$ cat config.mk
export PLATFORM = sky130hd
export DESIGN_NAME = trigger_interface_unit
export DESIGN_NICKNAME = d
export VERILOG_FILES = /design/src/core/xtrig_pkg.sv /design/src/core/trigger_interface_unit.sv
export VERILOG_INCLUDE_DIRS = /design/src /design/src/core
export SDC_FILE = /design/constraint.sdc
export NUM_CORES = 1
export LEC_CHECK = 0
export ABC_AREA = 1
export BUFFER_PORTS_ARGS = -buffer_cell sky130_fd_sc_hd__buf_4
export CORE_MARGIN = 5
export CORE_UTILIZATION = 40
export CTS_BUF_LIST = sky130_fd_sc_hd__clkbuf_8
export CTS_CLUSTER_DIAMETER = 120
export DETAILED_ROUTE_END_ITERATION = 12
export GPL_TIMING_DRIVEN = 1
export PLACE_DENSITY_LB_ADDON = 0.15
export SYNTH_ARGS = -nofsm -noshare
export SYNTH_HDL_FRONTEND = slang
export SYNTH_SLANG_ARGS = --single-unit
$ cat constraint.sdc
create_clock -name sysClk -period 1.4 [get_ports sysClk]
set_input_delay 0.14 -clock sysClk [delete_from_list [all_inputs] [get_ports sysClk]]
set_output_delay 0.14 -clock sysClk [all_outputs]
set_load 0.02 [all_outputs]
$ cat src/core/xtrig_map.svh
/*
  register offsets, field widths and reset values of the cross-trigger routing block.
  assumes a 32-bit word-addressed slave port; included by bare name.
*/
`ifndef XTRIG_MAP_SVH
`define XTRIG_MAP_SVH
`define XT_ADDR_W 4
`define XT_TRIG_N 8
`define XT_CHAN_N 4
// word offsets (byte address = 4 * offset)
`define XT_OFS_CTRL 4'h0
`define XT_OFS_IN_EN_BASE 4'h1
`define XT_OFS_OUT_EN_BASE 4'h9
`define XT_OFS_STATUS 4'h1
`define XT_OFS_MASK 4'h2
`define XT_OFS_CHAN 4'h3
// second page selected by address bit 3 clear and ctrl-window; kept flat below
`define XT_OFS_IN_EN 4'h4
`define XT_OFS_OUT_EN 4'h5
`define XT_OFS_SEL 4'h6
`define XT_OFS_APPSET 4'h7
`define XT_OFS_OUTSTATE 4'h8
`define XT_CTRL_GLBEN_BIT 0
`define XT_RST_ZERO 32'h0000_0000
`define XT_SEL_W 3
`endif

$ cat src/core/xtrig_pkg.sv
/*
  types for the cross-trigger routing block.
  assumes nothing beyond a SystemVerilog compiler.
*/
package xtrig_pkg;
  typedef enum logic [1:0] {
    BUS_IDLE,
    BUS_ACK
  } bus_state_type;
endpackage

$ cat src/core/trigger_interface_unit.sv
/*
  one trigger interface unit: eight hardwired trigger inputs, four channels to and from the
  channel matrix, per-connection enables set over a memory-mapped slave with waitrequest,
  acknowledge-held or pulsed trigger outputs, sticky event status with a level interrupt.
  assumes all inputs synchronous to sys_clk; channel matrix combines channels by OR outside.
*/
// Local design decisions: the register addresses and the Avalon-MM register port.
// Functional notes
// - the unit has eight trigger inputs that are fixed wires, not run-time selections.
// - four channels both leave the unit toward the matrix and come back into it.
// - software changes through registers which channels each input and output uses.
// - each input-to-channel and channel-to-output connection has its own enable bit.
// - events combine by channel, so one or many inputs may reach one or many outputs.
// - input 0 on channel 3 reaches every output enabled from channel 3, here or elsewhere.
// - outputs 4 and 5 of the main unit drive the trace macrocell event inputs.
// - output 1 of the second CPU's unit drives that CPU's external debug request.
// - output 2 of the main unit asks the trace port to flush.
// - input acknowledges are not wired; only outputs 3 and 2 take acknowledges.
`timescale 1ns/100ps
`include "xtrig_map.svh"
`default_nettype none
module trigger_interface_unit #(
  parameter int TRIG_N = `XT_TRIG_N,
  parameter int CHAN_N = `XT_CHAN_N,
  parameter logic [`XT_TRIG_N-1:0] ACK_WIRED = 8'h0C
) (
  input wire logic sysClk,
  input wire logic nrst,
  input wire logic [`XT_ADDR_W-1:0] address,
  input wire logic read,
  input wire logic write,
  input wire logic [31:0] writedata,
  output logic [31:0] readdata,
  output logic waitrequest,
  input wire logic [TRIG_N-1:0] trigIn,
  input wire logic [TRIG_N-1:0] trigOutAck,
  output logic [TRIG_N-1:0] trigOut,
  output logic [CHAN_N-1:0] chanOut,
  input wire logic [CHAN_N-1:0] chanIn,
  output logic irq
);
  xtrig_pkg::bus_state_type busState;
  logic ctrlEnable_reg;
  logic [`XT_SEL_W-1:0] sel_reg;
  logic [CHAN_N-1:0] inEn_reg [TRIG_N];
  logic [CHAN_N-1:0] outEn_reg [TRIG_N];
  logic [CHAN_N-1:0] appSet_reg;
  logic [TRIG_N-1:0] status_reg;
  logic [TRIG_N-1:0] mask_reg;
  logic [TRIG_N-1:0] trigInPrev_reg;
  logic [TRIG_N-1:0] trigInRise;
  logic [CHAN_N-1:0] chanEvent;
  logic [TRIG_N-1:0] outFire;
  logic [CHAN_N-1:0] chanNext;
  logic wrTake;
  logic rdTake;

  // one wait state: request taken in BUS_IDLE, answered at the following edge
  always_ff @(posedge sysClk or negedge nrst) begin
    if (!nrst) begin
      busState <= xtrig_pkg::BUS_IDLE;
      waitrequest <= 1'b1;
    end else begin
      case (busState)
        xtrig_pkg::BUS_IDLE: begin
          if ((read || write) && waitrequest) begin
            busState <= xtrig_pkg::BUS_ACK;
            waitrequest <= 1'b0;
          end else begin
            waitrequest <= 1'b1;
          end
        end
        xtrig_pkg::BUS_ACK: begin
          busState <= xtrig_pkg::BUS_IDLE;
          waitrequest <= 1'b1;
        end
        default: begin
          busState <= xtrig_pkg::BUS_IDLE;
          waitrequest <= 1'b1;
        end
      endcase
    end
  end

  assign wrTake = write && !waitrequest;
  assign rdTake = read && !waitrequest;

  always_ff @(posedge sysClk or negedge nrst) begin
    if (!nrst) begin
      ctrlEnable_reg <= 1'b0;
      sel_reg <= '0;
      mask_reg <= '0;
      appSet_reg <= '0;
    end else begin
      appSet_reg <= '0;
      if (wrTake) begin
        case (address)
          `XT_OFS_CTRL: ctrlEnable_reg <= writedata[`XT_CTRL_GLBEN_BIT];
          `XT_OFS_MASK: mask_reg <= writedata[TRIG_N-1:0];
          `XT_OFS_SEL: sel_reg <= writedata[`XT_SEL_W-1:0];
          `XT_OFS_APPSET: appSet_reg <= writedata[CHAN_N-1:0];
          default: ;
        endcase
      end
    end
  end

  // per-trigger connection enables, written through the selected index
  genvar g;
  generate
    for (g = 0; g < TRIG_N; g++) begin : gen_trig
      always_ff @(posedge sysClk or negedge nrst) begin
        if (!nrst) begin
          inEn_reg[g] <= '0;
          outEn_reg[g] <= '0;
        end else if (wrTake && (sel_reg == `XT_SEL_W'(g))) begin
          if (address == `XT_OFS_IN_EN) begin
            inEn_reg[g] <= writedata[CHAN_N-1:0];
          end
          if (address == `XT_OFS_OUT_EN) begin
            outEn_reg[g] <= writedata[CHAN_N-1:0];
          end
        end
      end
      // an output fires on any enabled channel carrying an event
      assign outFire[g] = ctrlEnable_reg && |(chanIn & outEn_reg[g]);
    end
  endgenerate

  // inputs are edge-detected so a held level counts once
  assign trigInRise = trigIn & ~trigInPrev_reg;

  always_comb begin
    chanNext = appSet_reg;
    for (int i = 0; i < TRIG_N; i++) begin
      if (trigInRise[i]) begin
        chanNext = chanNext | inEn_reg[i];
      end
    end
    chanEvent = ctrlEnable_reg ? chanNext : '0;
  end

  always_ff @(posedge sysClk or negedge nrst) begin
    if (!nrst) begin
      trigInPrev_reg <= '0;
      chanOut <= '0;
    end else begin
      trigInPrev_reg <= trigIn;
      chanOut <= chanEvent; // one-cycle channel event out to the matrix
    end
  end

  // acknowledged outputs hold until ack; others pulse for one cycle
  generate
    for (g = 0; g < TRIG_N; g++) begin : gen_out
      always_ff @(posedge sysClk or negedge nrst) begin
        if (!nrst) begin
          trigOut[g] <= 1'b0;
        end else if (ACK_WIRED[g]) begin
          if (outFire[g]) begin
            trigOut[g] <= 1'b1; // new event wins over a returning ack
          end else if (trigOutAck[g]) begin
            trigOut[g] <= 1'b0;
          end
        end else begin
          trigOut[g] <= outFire[g];
        end
      end
    end
  endgenerate

  // sticky input events, cleared by a read of the status word; set wins
  always_ff @(posedge sysClk or negedge nrst) begin
    if (!nrst) begin
      status_reg <= '0;
      irq <= 1'b0;
    end else begin
      if (rdTake && address == `XT_OFS_STATUS) begin
        // clear only what the read reported, so an event landing meanwhile survives
        status_reg <= (status_reg & ~readdata[TRIG_N-1:0]) | trigInRise;
      end else begin
        status_reg <= status_reg | trigInRise;
      end
      irq <= |(status_reg & mask_reg);
    end
  end

  always_ff @(posedge sysClk or negedge nrst) begin
    if (!nrst) begin
      readdata <= `XT_RST_ZERO;
    end else if (read && waitrequest && busState == xtrig_pkg::BUS_IDLE) begin
      case (address)
        `XT_OFS_CTRL: readdata <= {31'h0000_0000, ctrlEnable_reg};
        `XT_OFS_STATUS: readdata <= {{(32-TRIG_N){1'b0}}, status_reg};
        `XT_OFS_MASK: readdata <= {{(32-TRIG_N){1'b0}}, mask_reg};
        `XT_OFS_CHAN: readdata <= {{(32-CHAN_N){1'b0}}, chanIn};
        `XT_OFS_IN_EN: readdata <= {{(32-CHAN_N){1'b0}}, inEn_reg[sel_reg]};
        `XT_OFS_OUT_EN: readdata <= {{(32-CHAN_N){1'b0}}, outEn_reg[sel_reg]};
        `XT_OFS_SEL: readdata <= {{(32-`XT_SEL_W){1'b0}}, sel_reg};
        `XT_OFS_OUTSTATE: readdata <= {{(32-TRIG_N){1'b0}}, trigOut};
        default: readdata <= `XT_RST_ZERO;
      endcase
    end
  end
endmodule // trigger_interface_unit
`default_nettype wire

* After elaboration in Yosys (flattened, before gate mapping)
Cells that the tools add are included.
Word-level totals: bits in registers 144, input port bits 60, logic and storage cells 160
Operators by class: order comparisons 1, eq/ne operators 16, muxes and demuxes 27, bitwise logic cells 24, reductions and logical operators 57
Operator list (number):
- 8-bit one-hot mux with 8 select lines | 1
- 4-bit two-way mux | 15
- 2-bit AND reduction | 19
- 4-bit AND | 8
- 4-bit OR | 8
- 4-bit OR reduction | 8
- 8-bit AND | 3
- 4-bit binary-select mux with 3-bit select | 2
- 1-bit logical AND | 22
- 4-bit by 3-bit equality test with 1-bit output, second input constant | 4
- 8-bit NOT | 2
- 8-bit OR | 2
- 3-bit equality test, second input constant | 4
- 4-bit by 2-bit equality test with 1-bit output, second input constant | 2
- 8-bit two-way mux | 1
- 8-bit OR reduction | 1
- 3-bit by 2-bit equality test with 1-bit output, second input constant | 2
- 1-bit two-way mux | 6
- 4-bit by 1-bit equality test with 1-bit output, second input constant | 1
- 4-bit equality test, second input constant | 1
- 4-bit >= comparator, second input constant | 1
- 4-bit logical NOT | 1
- 2-bit two-way mux | 2
- 3-bit NOT with 4-bit output | 1
- 7 further kinds | 8

* Logic depth before layout (Yosys ltp)
depth after elaboration 18, depth in mapped cells 10, gate-level depth less buffers 10

* Worst setup path after synthesis
Ideal clock, no wire load.
path kind register to register, start point reg waitrequest, end point reg mask_reg[6], setup time 125 ps, data arrival time 1350 ps, required time 1275 ps, setup slack -75 ps, cell stages (with the launch flop) 7, cells stage by stage dfstp_2 -> inv_2 -> nand2_1 -> inv_2 -> nand2_2 -> buf_6 -> mux2_4
Between the ends: cells in the longest elaborated chain, start to end 3
RTL lines:
- from (decl) | RTL line trigger_interface_unit.sv:34 | output logic waitrequest,
- from (signal assigned) | RTL line trigger_interface_unit.sv:62 | waitrequest <= 1'b1;
- from (signal assigned) | RTL line trigger_interface_unit.sv:68 | waitrequest <= 1'b0;
- from (signal assigned) | RTL line trigger_interface_unit.sv:70 | waitrequest <= 1'b1;
- 1-bit logical NOT | RTL line trigger_interface_unit.sv:85 | assign wrTake = write && !waitrequest;
- 1-bit logical AND | RTL line trigger_interface_unit.sv:85
- 2-bit AND reduction (no line)
- to (signal assigned) | RTL line trigger_interface_unit.sv:99 | `XT_OFS_MASK: mask_reg <= writedata[TRIG_N-1:0];
- to (decl) | RTL line trigger_interface_unit.sv:49 | logic [TRIG_N-1:0] mask_reg;
No other way between the ends. A chain may end at the register's enable or synchronous reset.

* Final worst setup path
start point reg waitrequest, end point reg mask_reg[7]
The elaborated chain is that of the path after synthesis.

==> results.cfg <==
[timing]
fmax_mhz = 726.1
finClkSkew_ns = 0.01279
drv_slew = 0
min_period_ns = 1.377
finalHoldViolCount = 0
grt_setup_unrepaired = true
finalSetupTns_ns = 0
whs_ns = 0.09450
setup_violations = 0
fin_crit_sh = 0.9838

[finish]
layout-drive-gt1-share = 0.2049
fin_nets = 911
areaGrowthSynthToFinish_pct = 26.35
nFillCells = 1390
multi_input_area_mm2 = 0.002640
regArea_mm2 = 0.002982
n_antenna_cell = 0

[worst_setup_path]
cp_max_fo = 5
r2r-end = mask_reg[7]$_DFFE_PN0P_
critPathKind = reg2reg
crit_family = flip-flops
reg2reg_slack_ns = 0.02
start_kind = flip-flop
path_buf_inv = 3
critPathRequiredTime_ns = 1.72
worst-endpoint-arrival_ns = 1.70
rr_startpoint = waitrequest$_DFF_PN1_
cpMaxStageDelayCell = dfstp_2
slowest_delay_ns = 0.55
crit_path_end_kind = flip-flop
worst_r2r_path_depth = 6
crit_chain = inv_2 > nand2_4 > inv_8 > buf_12 > nand2_8 > mux2_4

[drt]
num_vias = 5347
drcViolationCount = 0
drt_iter0_markers = 418
wl_um = 17310
drt-vias-per-instance = 5.102
drt-pass1-iter-count = 6
ant_nets = 0
wl_per_cell_um = 16.51

[yosys]
yosys_most_used_dff = dfrtp_1
synthTopCellsByArea = dfrtp_1, nand2_1, o21ai_0, nand3_1, buf_4
async_reset_ff_frac = 1.000
synth-seq-area-share = 0.5047
syn_inst = 753
synth-xor-area-share = 0
syn_area_per_cell_um2 = 7.840
synth_top_area_share = 0.5002
yosysUniqueCellTypes = 36
synth-edff-count = 0
muxShareOfSynthArea = 0.008902
synthSimpleGateAreaFrac = 0.2832
synth-seq-cells = 119
syn_area_mm2 = 0.005903
yosysTopAreaCell = dfrtp_1
yosys_warnings = 0
synth_top_family_by_area = simple AND/OR/NAND/NOR gates
synth_compound_area_frac = 0.1164
synthAdderAreaFrac = 0
synth_most_common_cell = nand2_1
synth_common_cells = nand2_1, dfrtp_1, o21ai_0, nand3_1, inv_1

[clocking]
root_buffer = clkbuf_8
clockBufferDepth = 2
clk_latency_ns = 0.45
clock_sinks = 119
cts.clk_slew.worst_paths_ns = 0.08
cts_tree = built
htreeDepth = 4
cts_buffers = 17

[die]
start_util = 0.4077
fp.dieW_um = 131.5
core_mm2 = 0.01448
die_h_um = 131.5
die-area_mm2 = 0.01729
ios = 106
rows = 44

[power_and_ir_drop]
power_leakage_nw = 3.497
power.internal_mw = 7.345
p_clk_frac = 0.353
combPwrFrac = 0.259
swShare = 0.3228
vdd_drop_max_mv = 0.6141
power.density_mw_per_mm2 = 1454
switching_power_mw = 3.501
seqPwrFrac = 0.388

[global_route]
grt_pass1_wl_um = 27750
grt_antenna_before_repair = 0
grt_overflow = 0
grt_start_max_net_pins = 53
grt_use_total = 0.2017
grt_pass1_vias = 5321

[run_status]
status = complete, no violations

[flow_run]
cap_violations = 0

[worst_hold_path]
min_from = chanIn[0]
holdPathStages = 3
whs_endpoint = trigOut[7]$_DFF_PN0_
hp-class = in2reg

[placement]
portBuffers = 51
hpwl_um = 12540
place.gp.congestion = 0.8947
==> stage by stage <==
step                total power [mW]  setup WS (ns)  instances  area, µm²  utilization
floorplan                      5.647      -0.002792        776       6005            -
global placement               6.727       -0.05578        997       6640       0.4586
detailed placement             6.767        -0.1077        997       6640       0.4586
CTS                            10.70       -0.03651       1046       7325       0.5059
global route                   11.40       -0.05148       1048       7458       0.5151
finish                         10.85        0.02272       1048       7458       0.5151
==> metal layers <==
metal  part of all wire  up-vias  global-route usage
met5                  0        -                   0
met4              0.023        0             0.07771
met3              0.054       29             0.05046
met2               0.47      168              0.3214
met1               0.45     2560              0.2656
li1                   -     2590                   -
==> layout make-up <==
class | instances | area share
Sequential cell | 119 | 0.3998
Multi-Input combinational cell | 552 | 0.3540
Timing Repair Buffer | 104 | 0.1199
Clock buffer | 19 | 0.03506
Tap cell | 184 | 0.03087
Clock inverter | 13 | 0.03020
Inverter | 57 | 0.03020
==> how the worst max path moves through the flow <==
stage | cells past startpoint | start | to | slack [ns]
global route | 9 | sel_reg[0]$_DFFE_PN0P_ | readdata[3]$_DFFE_PN0P_ | -0.05
global placement | 6 | sel_reg[0]$_DFFE_PN0P_ | inEn_reg[1]$_DFFE_PN0P_ | -0.06
detailed placement | 6 | sel_reg[0]$_DFFE_PN0P_ | inEn_reg[0]$_DFFE_PN0P_ | -0.11
finish | 6 | waitrequest$_DFF_PN1_ | mask_reg[7]$_DFFE_PN0P_ | 0.02
CTS | 8 | waitrequest$_DFF_PN1_ | inEn_reg[31]$_DFFE_PN0P_ | -0.04
floorplan | 6 | waitrequest$_DFF_PN1_ | mask_reg[6]$_DFFE_PN0P_ | -0.003
==> power by group through the flow <==
stage / Sequential, mW / Clock (mW) / Combinational (mW)
after CTS: 4.19 / 3.91 / 2.60
after global placement: 4.25 / 0 / 2.48
final: 4.21 / 3.83 / 2.81
after global routing: 4.26 / 4.05 / 3.08
after detailed placement: 4.26 / 0 / 2.51
after floorplan: 4.28 / 0 / 1.37
==> placed cells by master (no fill, tap or decap), types with 3 or more instances in the layout <==
cell,n
nand2_1,267
dfrtp_1,116
o21ai_0,85
buf_4,80
nand3_1,66
inv_1,46
conb_1,24
nor2_1,19
clkbuf_8,19
nand2_2,18
o21ai_1,17
dlygate4sd3_1,16
nor2_4,9
inv_2,8
bufinv_16,6
nand3_2,5
a21oi_1,5
a41oi_1,5
buf_12,5
nor3_1,4
clkinvlp_4,4
mux2_4,4
nand2_4,3
a311oi_1,3
a22o_1,3
buf_6,3
==> worst min-delay path, cell delays in order <==
cell,delay (ns)
buf_4,0.16
nand2_1,0.07
a41oi_1,0.11
==> kinds of logic (layout without fill, tap and decap cells) <==
group	after synthesis	count (layout)
muxes	4	4
and+or+nand+nor	399	399
other	1	24
AOI/OAI and AO/OA	125	125
buffers and inverters	105	193
DFF	119	119
==> repair_timing <==
| action | 4_1_cts | 5_1_grt |
|---|---|---|
| endpoints found under the hold margin | 138 | 0 |
| hold buffers | 16 | 0 |
| setup buffers | 1 | 1 |
| gates resized for setup | 9 | 44 |
| gates cloned | 0 | 1 |
| setup endpoints to repair | 50 | 76 |
| pin swaps | 0 | 2 |
(Power assumes the default switching activity.)
